**config.mk**
```make
export PLATFORM = sky130hd
export DESIGN_NAME = mise_exec
export DESIGN_NICKNAME = d
export VERILOG_FILES = /design/src/core/mise_alu.v /design/src/core/mise_exec.v
export VERILOG_INCLUDE_DIRS = /design/src /design/src/core
export SDC_FILE = /design/constraint.sdc
export NUM_CORES = 1
export LEC_CHECK = 0
export BUFFER_PORTS_ARGS = -buffer_cell sky130_fd_sc_hd__buf_2
export CAP_MARGIN = 0
export CORE_UTILIZATION = 55
export CTS_CLUSTER_SIZE = 14
export DETAILED_ROUTE_END_ITERATION = 6
export PLACE_DENSITY = 0.86
export SLEW_MARGIN = 20
export SYNTH_ARGS = -nofsm -noshare
export SYNTH_HDL_FRONTEND = slang
export SYNTH_SLANG_ARGS = --single-unit
```
**constraint.sdc**
```tcl
create_clock -name core_clk_in -period 3.6 [get_ports core_clk_in]
set_clock_uncertainty 0.2 [all_clocks]
set_input_delay 0.9 -clock core_clk_in [delete_from_list [all_inputs] [get_ports core_clk_in]]
set_output_delay 0.9 -clock core_clk_in [all_outputs]
set_load 0.05 [all_outputs]
```
**src/core/mise_consts.vh**
```
`ifndef MISE_CONSTS_VH
`define MISE_CONSTS_VH
// Operation select codes presented with each instruction
`define MISE_OP_W          3
`define MISE_OP_HALT       3'h0
`define MISE_OP_SUB_IMM    3'h1
`define MISE_OP_SWAP       3'h2
`define MISE_OP_TMODE_LOAD 3'h3
`define MISE_OP_TMODE_READ 3'h4
`define MISE_OP_TABLE_READ 3'h5
`define MISE_OP_XOR_REG    3'h6
`define MISE_OP_XOR_IMM    3'h7
// Reset values
`define MISE_ACC_RST       8'h00
`define MISE_TMODE_RST     8'h00
`define MISE_TDH_RST       6'h00
`define MISE_WDT_CLR       8'h00
// Destination bit meaning
`define MISE_DEST_ACC      1'b0
// Cycle counts
`define MISE_TABLE_CYCLES  2
`define MISE_ONE_CYCLE     1
// ROM geometry
`define MISE_ROM_AW        11
`define MISE_ROM_DW        14
`endif

```
**src/core/mise_alu.v**
```verilog
`timescale 1ns/10ps
`include "mise_consts.vh"
// Combinational result and flag generation for one instruction
module mise_alu (
	input  wire [2:0] op_in,
	input  wire [7:0] acc_in,
	input  wire [7:0] reg_in,
	input  wire [7:0] imm_in,
	input  wire [7:0] tmode_in,
	output reg  [7:0] result_out,
	output reg        z_out,
	output reg        dcy_out,
	output reg        c_out,
	output reg        upd_z_out,
	output reg        upd_dcc_out
);
	reg [8:0] sum;
	reg [4:0] nib;

	// Result select; subtraction is imm + ~acc + 1 so carry means no borrow
	always @* begin
		sum         = 9'h000;
		nib         = 5'h00;
		result_out  = acc_in;
		upd_z_out   = 1'b0;
		upd_dcc_out = 1'b0;
		case (op_in)
			`MISE_OP_SUB_IMM: begin
				sum         = {1'b0, imm_in} + {1'b0, ~acc_in} + 9'h001;
				nib         = {1'b0, imm_in[3:0]} + {1'b0, ~acc_in[3:0]} + 5'h01;
				result_out  = sum[7:0];
				upd_z_out   = 1'b1;
				upd_dcc_out = 1'b1;
			end
			`MISE_OP_SWAP: begin
				result_out = {reg_in[3:0], reg_in[7:4]};
			end
			`MISE_OP_TMODE_READ: begin
				result_out = tmode_in;
			end
			`MISE_OP_XOR_REG: begin
				result_out = acc_in ^ reg_in;
				upd_z_out  = 1'b1;
			end
			`MISE_OP_XOR_IMM: begin
				result_out = acc_in ^ imm_in;
				upd_z_out  = 1'b1;
			end
			default: begin
				result_out = acc_in;
			end
		endcase
		z_out   = (result_out == 8'h00);
		c_out   = sum[8];
		dcy_out = nib[4];
	end
endmodule // mise_alu

```
**src/core/mise_exec.v**
```verilog
`timescale 1ns/10ps
`include "mise_consts.vh"
// Behaviour
// - Halt clears watchdog counter and prescaler, one cycle.
// - Halt sets timeout flag, clears powerdown flag, requests halt mode.
// - Immediate minus acc into acc, updates zero, digit carry, carry; one cycle.
// - Nibble swap of register 0..127, no flags, one cycle.
// - Destination bit 0 writes acc, 1 writes back the register.
// - Acc loads the timer-0 mode register, flags kept, one cycle.
// - Timer-0 mode register copied to acc, flags kept, one cycle.
// - Table read of {pointer[2:0],acc}: low to acc, high to data-high; two cycles.
// - Acc xor register routed by destination bit, zero flag only.
// - Acc xor immediate into acc, zero flag only, one cycle.
module mise_exec #(
	parameter ROM_AW = `MISE_ROM_AW,
	parameter ROM_DW = `MISE_ROM_DW
) (
	input  wire              core_clk_in,
	input  wire              rst_b_in,
	input  wire              clk_en_in,
	input  wire              instr_valid_in,
	input  wire [2:0]        op_in,
	input  wire [7:0]        imm_in,
	input  wire [6:0]        reg_addr_in,
	input  wire              dest_in,
	input  wire [7:0]        reg_rdata_in,
	input  wire [7:0]        table_pointer_high_in,
	input  wire [ROM_DW-1:0] rom_data_in,
	output wire              busy_out,
	output reg  [7:0]        acc_out,
	output reg  [7:0]        timer0_mode_reg_out,
	output reg               timer0_mode_wr_out,
	output reg  [5:0]        table_data_high_out,
	output reg  [ROM_AW-1:0] rom_addr_out,
	output reg               rom_rd_out,
	output reg  [6:0]        reg_waddr_out,
	output reg  [7:0]        reg_wdata_out,
	output reg               reg_we_out,
	output reg               zero_flag_out,
	output reg               digit_carry_flag_out,
	output reg               carry_flag_out,
	output reg               timeout_flag_out,
	output reg               powerdown_flag_out,
	output reg               wdt_clear_out,
	output reg               halt_req_out
);
	reg        rst_s1_q;
	reg        rst_s2_q;
	wire       rst_b;
	reg        tbl_wait_q;
	wire [7:0] alu_res;
	wire       alu_z;
	wire       alu_dcy;
	wire       alu_c;
	wire       upd_z;
	wire       upd_dcc;
	wire       go;
	wire       to_acc;

	// Reset released through two flops so removal is clean to this clock
	always @(posedge core_clk_in or negedge rst_b_in) begin
		if (!rst_b_in) begin
			rst_s1_q <= 1'b0;
			rst_s2_q <= 1'b0;
		end else begin
			rst_s1_q <= 1'b1;
			rst_s2_q <= rst_s1_q;
		end
	end
	assign rst_b = rst_s2_q;

	// New instruction refused while the table read holds its second cycle
	assign busy_out = tbl_wait_q;
	assign go       = instr_valid_in & clk_en_in & ~tbl_wait_q;

	assign to_acc = (op_in == `MISE_OP_SUB_IMM) | (op_in == `MISE_OP_XOR_IMM) |
	                (op_in == `MISE_OP_TMODE_READ) |
	                (((op_in == `MISE_OP_SWAP) | (op_in == `MISE_OP_XOR_REG)) &
	                 (dest_in == `MISE_DEST_ACC));

	mise_alu u_alu (
		.op_in       (op_in),
		.acc_in      (acc_out),
		.reg_in      (reg_rdata_in),
		.imm_in      (imm_in),
		.tmode_in    (timer0_mode_reg_out),
		.result_out  (alu_res),
		.z_out       (alu_z),
		.dcy_out     (alu_dcy),
		.c_out       (alu_c),
		.upd_z_out   (upd_z),
		.upd_dcc_out (upd_dcc)
	);

	// Execution state; pulses are cleared each enabled cycle
	always @(posedge core_clk_in or negedge rst_b) begin
		if (!rst_b) begin
			acc_out              <= `MISE_ACC_RST;
			timer0_mode_reg_out  <= `MISE_TMODE_RST;
			timer0_mode_wr_out   <= 1'b0;
			table_data_high_out  <= `MISE_TDH_RST;
			rom_addr_out         <= {ROM_AW{1'b0}};
			rom_rd_out           <= 1'b0;
			reg_waddr_out        <= 7'h00;
			reg_wdata_out        <= 8'h00;
			reg_we_out           <= 1'b0;
			zero_flag_out        <= 1'b0;
			digit_carry_flag_out <= 1'b0;
			carry_flag_out       <= 1'b0;
			timeout_flag_out     <= 1'b1;
			powerdown_flag_out   <= 1'b1;
			wdt_clear_out        <= 1'b0;
			halt_req_out         <= 1'b0;
			tbl_wait_q           <= 1'b0;
		end else if (clk_en_in) begin
			timer0_mode_wr_out <= 1'b0;
			reg_we_out         <= 1'b0;
			wdt_clear_out      <= 1'b0;
			halt_req_out       <= 1'b0;
			rom_rd_out         <= 1'b0;
			if (tbl_wait_q) begin
				acc_out             <= rom_data_in[7:0];
				table_data_high_out <= rom_data_in[13:8];
				tbl_wait_q          <= 1'b0;
			end else if (go) begin
				case (op_in)
					`MISE_OP_HALT: begin
						wdt_clear_out      <= 1'b1;
						timeout_flag_out   <= 1'b1;
						powerdown_flag_out <= 1'b0;
						halt_req_out       <= 1'b1;
					end
					`MISE_OP_TMODE_LOAD: begin
						timer0_mode_reg_out <= acc_out;
						timer0_mode_wr_out  <= 1'b1;
					end
					`MISE_OP_TABLE_READ: begin
						rom_addr_out <= {table_pointer_high_in[2:0], acc_out};
						rom_rd_out   <= 1'b1;
						tbl_wait_q   <= 1'b1;
					end
					default: begin
						if (to_acc) begin
							acc_out <= alu_res;
						end else begin
							reg_waddr_out <= reg_addr_in;
							reg_wdata_out <= alu_res;
							reg_we_out    <= 1'b1;
						end
						if (upd_z) begin
							zero_flag_out <= alu_z;
						end
						if (upd_dcc) begin
							digit_carry_flag_out <= alu_dcy;
							carry_flag_out       <= alu_c;
						end
					end
				endcase
			end
		end
	end
endmodule // mise_exec

```
== After elaboration in Yosys (flattened, before gate mapping) ==
Index checks and enable logic that the tools add are counted.
Storage, ports and cells
  register bits: 58
  bits in latches: 0
  RAM bits: 0
  ROM bits: 0
  input bits: 53
  output and inout bits: 59
  logic and storage cells: 79
  memories kept: 0
Cells by class
  add/sub/neg operators: 4
  multipliers: 0
  divide/modulo/power cells: 0
  order comparisons: 0
  equal/unequal tests: 8
  shift-type cells: 0
  muxes and demuxes: 22
  bitwise operators: 15
  reduce and logical (&&, ||, !) cells: 14
Operator list (count)
  $pmux W8 S5: 1
  $mux W8: 4
  $reduce_and A4 Y1: 4
  $xor A8 B8 Y8: 2
  $mux W1: 15
  $reduce_and A5 Y1: 3
  $eq A3 B3 Y1 const B: 4
  $add A8 B8 Y9: 1
  $add A9 B1 Y9 const B: 1
  $mux W9: 1
  $logic_not A8 Y1: 1
  $not A8 Y8: 1
  $eq A3 B2 Y1 const B: 2
  $reduce_or A3 Y1: 2
  $add A4 B4 Y5: 1
  $add A5 B1 Y5 const B: 1
  $mux W5: 1
  $not A1 Y1: 4
  $not A4 Y4: 1
  $or A1 B1 Y1: 4
  $reduce_bool A2 Y1: 2
  $and A1 B1 Y1: 3
  $eq A3 B1 Y1 const B: 1
  $logic_not A3 Y1: 1
  2 further kinds: 2

== Logic depth before layout (Yosys ltp) ==
Gate-level depths: netlist of run 1.
  word-level depth: 8
  mapped depth: 10
  mapped depth without buffers: 10

== By module ==
Synthesis of run 1 repeated with hierarchy kept, for this count alone.
Unflattened totals
  cell total of the unflattened synthesis: 296
  area, all modules: 3427.0 um2
By module, submodules not included
  mise_exec: instances 1, cells an instance 151, area an instance 2399.8 um2, seq. area each 1452.6 um2
  mise_alu: instances 1, cells an instance 145, area an instance 1027.2 um2, seq. area each 0.0 um2

== Worst setup path before layout of run 1 ==
No wires, ideal clock.
  path type: input-to-reg
  start: input imm_in[0]
  end: register zero_flag_out
  setup time: 0.103 ns
  arrival time: 2.903 ns
  required time: 3.297 ns
  setup slack: 0.393 ns
  stages on the path: 10
  buffers on the path: 0
  path through: inv_1 -> ha_1 -> inv_1 -> fa_1 -> a21o_1 -> a21oi_1 -> mux2i_1 -> a31oi_1 -> or4_1 -> o41ai_2
Between the ends
  cells in the longest elaborated chain, start to end: 4
  elaborated cells on any way between the ends: 5
  those cells by class: add/sub (2); mux (1); bitwise (1); reduce/logical (1)
RTL lines
  from (decl): RTL line mise_exec.v:23  | input wire [7:0] imm_in,
  $add A8 B8 Y9: RTL line mise_alu.v:29  | sum = {1'b0, imm_in} + {1'b0, ~acc_in} + 9'h001;
  $add A9 B1 Y9: RTL line mise_alu.v:29
  $pmux W8 S5 *: RTL line mise_alu.v:27  | case (op_in)
  $logic_not A8 Y1 *: RTL line mise_alu.v:53  | z_out = (result_out == 8'h00);
  to (signal assigned): RTL line mise_exec.v:151  | zero_flag_out <= alu_z;
  to (decl): RTL line mise_exec.v:39  | output reg zero_flag_out,
Mark *: on every way between the ends. The rest lies on a longest branch, timed or not.
A chain may end at the register's enable or synchronous reset.

== Worst setup path in the final report of run 1 ==
Same ends and word-level chain as after synthesis.

==> flow_summary.yaml, run 1 <==
global_routing:
  grt_max_degree: 35
  antenna_found_initial: 0
  gr-usage-all-layers_pct: 30.6
  first_global_vias: 2895
  grt_overflow: 0
  grt_pass1_wl_um: 14400
sta:
  rsz0062_at_grt: "false"
  setup_viol: 0
  maxSlewHeadroom_pct: 49.9
  final.setup.tns_ns: 0
  post-route-period-util_pct: 89.7
  hold_slack_ns: 0.131
  min_period_ns: 3.23
  timing.fmax_ghz: 0.310
  finalHoldViolations: 0
  worstMarginPinSlew_ns: 0.752
  finalMaxSlewViolations: 0
clocking:
  clockBufferDepth: 2
  cts_root_buffer: "clkbuf_8"
  cts_htree_levels: 3
  cts_tree: "done"
  clk_pin_slew_ns: 0.06
  cts_setup_buffers: 0
  clock-sinks: 58
  ctsResizeCount: 0
  insertion_delay_ns: 0.34
  hold_buffers: 0
  numCtsBuffers: 9
worst_setup_path:
  cp_slowest_cell: "or4_1"
  critPathLaunchType: "input port"
  ff2ff_setup_slack_ns: 0.59
  cp.depth: 11
  crit_path_max_incr_delay_ns: 0.56
  cp-startpoint: "imm_in[0]"
  critical_path.top_delay_family: "compound AO/OA/AOI/OAI gates"
  critPathRequiredTime_ns: 3.64
  worstPathArrival_ns: 3.27
  r2r_start: "acc_out[0]"
  path_buf_inv: 3
  path_cells: "buf_2 -> inv_1 -> ha_1 -> inv_1 -> fa_1 -> a21o_1 -> a21oi_1 -> mux2i_1 -> a31oi_1 -> or4_1 -> o41ai_2"
  crit_top_cell: "inv_1"
  reg2reg_depth: 9
  critPathKind: "in -> reg"
  end_kind: "flop"
  path_max_fanout: 2
  cp-endpoint: "zero_flag_out"
  reg2reg_to: "zero_flag_out"
route:
  wl_per_cell_um: 18.3
  dr.max_layer_used: "met4"
  met2WireLength_um: 4410
  drt-total-wl_um: 9050
  num_vias: 2950
  vias_per_cell: 5.96
  met3_length_um: 800
  drtIter0Drc: 303
  antenna_left: 0
  firstDrtPassIters: 5
  route.layer.met1.wl_um: 3690
  drc: 0
job:
  cap_violations: 0
yosys:
  synth.cell_area_mm2: 0.00332
  synth-edff-count: 0
  postSynth.asyncResetShare_pct: 100
  ys_seq_area_share_pct: 43.8
  avgSynthCellArea_um2: 10.7
  netlist.area_leader.share_pct: 43.0
  synth.distinct_cells: 64
  synth_flop_cell: "dfrtp_1"
  ys_warn_count: 0
  synth_area_leaders: "dfrtp_1 43%, mux2_2 14%, ha_1 3.4%"
  ys_seq_elements: 58
  yosys.area.top_type: "dfrtp_1"
  synth_cells: 309
floorplanning:
  core-area_mm2: 0.00564
  die_x_um: 79.6
  initial_utilization_pct: 58.8
  io_pins: 112
  die_area_mm2: 0.00634
  num_rows: 27
  die_h_um: 79.6
layout:
  area_growth_pct: 24.1
  final_nets: 481
  diodes: 0
  final_util_pct: 72.9
  final_cell_mix: "105 x buf_2, 56 x dfrtp_1, 40 x mux2_2, 17 x nand2_1, 16 x a21oi_1"
  final_common_cell: "buf_2"
  drive_above_1_share_pct: 43.3
  design_area_mm2: 0.00411
pwr:
  power_density_mw_per_mm2: 765
  cellLeakagePower_uw: 0.00211
  finalPower_uw: 3150
  irDropWorstVdd_mv: 0.644
placement:
  gp_congestion: 0.891
  port_buffers: 105
  dp_hpwl_um: 6590
  place_area_mm2: 0.00389
run_status:
  status: "finished clean"
hold_path:
  hold_path_class: "in -> async"
==> layout make-up <==
class | count | area, um^2
Clock inverter | 4 | 75.1
Sequential cell | 58 | 1450
Fill cell | 378 | 1530
Clock buffer | 12 | 145
Tap cell | 72 | 90.1
Inverter | 15 | 56.3
Multi-Input combinational cell | 219 | 1690
Timing Repair Buffer | 115 | 601
==> Yosys cell counts, drive strengths merged, types with 4 or more instances <==
library cell	count
a21o	8
a21oi	16
and3	4
buf	13
clkbuf	5
dfrtp	57
ha	9
inv	15
mux2	41
mux2i	9
nand2	17
nand2b	5
nand3	7
nor2	15
nor3	7
o21a	4
o21ai	20
xnor2	4
==> power breakdown <==
part           switching [uW]  total [uW]  internal, uW  leakage, uW
Clock                     258         666           409     0.000103
Combinational            1050        1480           432      0.00127
Sequential                170        1000           833     0.000740
==> logic make-up after synthesis <==
kind of cell / after synthesis / synth area share, %
DFF: 58 / 43.8
buffers and inverters: 33 / 5.40
and+or+nand+nor: 71 / 11.3
other: 1 / 0.113
xor gates and xnor gates: 6 / 1.81
AOI/OAI and AO/OA: 80 / 16.8
muxes: 50 / 16.8
adders and majority gates: 10 / 4.00
==> worst min path at each step <==
stage	slack [ns]	depth (start not counted)	from	to
after floorplan	0.13	0	rst_s1_q	rst_b
after global placement	0.13	0	rst_s1_q	rst_b
after detailed placement	0.14	0	rst_s1_q	rst_b
after CTS	0.12	1	rst_b_in	rst_b
after global routing	0.12	1	rst_b_in	rst_b
final	0.13	1	rst_b_in	rst_b
==> stage by stage <==
step                      worst slack, ns  instances
after floorplan                     0.393        310
after global placement             0.0797        479
after detailed placement           0.0727        479
after CTS                           0.402        495
after global routing                0.134        495
final                               0.372        495
==> routing by layer <==
metal | vias up | track usage (%)
li1 | 1343 | -
met1 | 1431 | 39.1
met2 | 162 | 50.3
met3 | 14 | 8.11
met4 | 0 | 9.64
met5 | - | 0
==> flip-flops by register name, summed over array words and instances (netlist names), 6 cells and up <==
name / cells
table_data_high_out: 6
reg_wdata_out: 8
timer0_mode_reg_out: 8
rom_addr_out: 11
reg_waddr_out: 7
acc_out: 8
==> worst register-to-register path: stages, from the launching register on <==
cell and delay (ns):
dfrtp_1 0.48, ha_1 0.19, inv_1 0.05, fa_1 0.40, a21o_1 0.20, a21oi_1 0.21, mux2i_1 0.27, a31oi_1 0.15
or4_1 0.56, o41ai_2 0.21
No activity file was read; power rests on OpenSTA's default activity.
==> run 2, diff against run 1 <==
Settings changed: CORE_ASPECT_RATIO set to 0.8, CORE_UTILIZATION 55 to 30, PLACE_DENSITY 0.86 to unset, RECOVER_POWER set to 25.
==> run 2 against run 1 <==
The flow now finishes with violations (capacitance limit, slew limit). Register-to-register slack got worse by 0.11 ns. Worst setup slack got worse by 0.094 ns. Sequential share of layout area fell by 1.5 points. Hold slack improved by 0.020 ns. Critical path type unchanged. Largest cell class unchanged.
==> flow_summary.yaml, run 2 (synthesis gave the netlist of run 1 again) <==
run_status:
  status: "finished with violations"
  violations: "capacitance limit, slew limit"
route:
  drt-total-wl_um: 9630
  drtIter0Drc: 99
  num_vias: 2823
  wl_per_cell_um: 17.1
  antenna_left: 0
  vias_per_cell: 5.01
  drc: 0
  firstDrtPassIters: 4
pwr:
  swShare_pct: 44.8
  power_density_mw_per_mm2: 778
  comb_power_share_pct: 44.1
  cellLeakagePower_uw: 0.00215
  clkPwrFrac_pct: 25.9
  irDropWorstVdd_mv: 0.458
  p_sw_uw: 1490
  seq_power_share_pct: 30.0
  p_int_uw: 1840
clocking:
  clk_pin_slew_ns: 0.05
  insertion_delay_ns: 0.32
  cts_htree_levels: 3
  cts_setup_buffers: 0
  ctsResizeCount: 0
  cts_tree: "done"
  cts_root_buffer: "clkbuf_16"
  numCtsBuffers: 9
  clock-sinks: 58
  clockBufferDepth: 2
  hold_buffers: 0
placement:
  place_area_mm2: 0.00399
  dp_hpwl_um: 7350
  gp_congestion: 0.853
  port_buffers: 105
sta:
  finalHoldViolations: 0
  rsz0062_at_grt: "false"
  post-route-period-util_pct: 92.3
  finalMaxSlewViolations: 31
  maxSlewHeadroom_pct: -11.8
  setup_viol: 0
  timing.fmax_ghz: 0.301
  worstMarginPinSlew_ns: 1.68
  min_period_ns: 3.32
  hold_slack_ns: 0.152
layout:
  final_cell_mix: "104 x buf_2, 57 x dfrtp_1, 40 x mux2_2, 17 x nand2_1, 16 x a21oi_1"
  final_util_pct: 40.9
  design_area_mm2: 0.00429
  largest_register_ffs: 11
  largest_register: "rom_addr_out"
  drive_above_1_share_pct: 42.9
  final_nets: 482
  diodes: 0
  fillers: 1054
  final_common_cell: "buf_2"
  area_growth_pct: 29.3
worst_setup_path:
  critPathKind: "in -> reg"
  path_max_fanout: 3
  r2r_start: "acc_out[0]"
  worstPathArrival_ns: 3.35
  cp-startpoint: "imm_in[0]"
  critPathLaunchType: "input port"
  critPathRequiredTime_ns: 3.63
  end_kind: "flop"
global_routing:
  grt_overflow: 0
  first_global_vias: 2712
  gr-usage-all-layers_pct: 17.5
  grt_max_degree: 31
  grt_pass1_wl_um: 15000
  antenna_found_initial: 0
floorplanning:
  core-area_mm2: 0.0105
  num_rows: 33
  die_area_mm2: 0.0115
  io_pins: 112
  initial_utilization_pct: 31.6
  die_x_um: 120
  die_h_um: 96.0
job:
  cap_violations: 1
hold_path:
  hold_path_class: "in -> async"
[run 2: layer usage]
| metal | vias to the layer above | share of wire (%) | track usage [%] | routed length (um) |
|---|---|---|---|---|
| met5 | - | 0 | 0 | 0 |
| met4 | 0 | 1.4 | 5.42 | 133 |
| met3 | 12 | 6.9 | 4.86 | 666 |
| met2 | 109 | 44 | 26.6 | 4270 |
| met1 | 1351 | 47 | 24.2 | 4560 |
| li1 | 1351 | - | - | - |
[run 2: metrics by stage]
step	total power, uW	cells	setup TNS (ns)	worst slack (ns)
CTS	3370	564	0	0.292
detailed placement	2490	548	-0.0573	-0.0573
global placement	2460	548	0	0.0199
finish	3330	564	0	0.277
global route	3510	564	0	0.0933
floorplan	2090	310	0	0.393
[run 2: path summary, 6_finish.rpt]
kind	end	slack (ns)	cells past startpoint
worst max-delay path	zero_flag_out	0.28	11
worst min-delay path	rst_s1_q	0.15	1
worst max register to register	zero_flag_out	0.48	9
min in group core_clk_in	rst_b	0.15	0
worst min register to register	rst_b	0.15	0
max in group asynchronous	rom_addr_out[9]	0.85	1
[run 2: layout make-up]
cell class / instances / area, um^2 / area share [%]
well taps: 140 / 175 / 4.09
repair buffers: 116 / 603 / 14.1
multi-input cells: 219 / 1690 / 39.5
flip-flops and latches: 58 / 1450 / 33.9
clock inverters: 4 / 50.0 / 1.17
clock buffers: 12 / 256 / 5.98
inverters: 15 / 56.3 / 1.31
[run 2: worst max-delay path, stage by stage]
cell     delay, ns
buf_2         0.11
inv_1         0.08
ha_1          0.15
inv_1         0.06
fa_1          0.39
a21o_1        0.20
a21oi_1       0.28
mux2i_1       0.23
a31oi_1       0.17
or4_1         0.57
o41ai_2       0.20
[run 2: power by group through the flow]
stage | logic [uW] | clock network, uW | registers [uW]
2_1_floorplan | 474 | 0 | 1610
3_3_place_gp | 1460 | 0 | 1000
3_5_place_dp | 1480 | 0 | 1010
4_1_cts | 1480 | 889 | 1000
5_1_grt | 1560 | 910 | 1030
6_report | 1470 | 863 | 1000
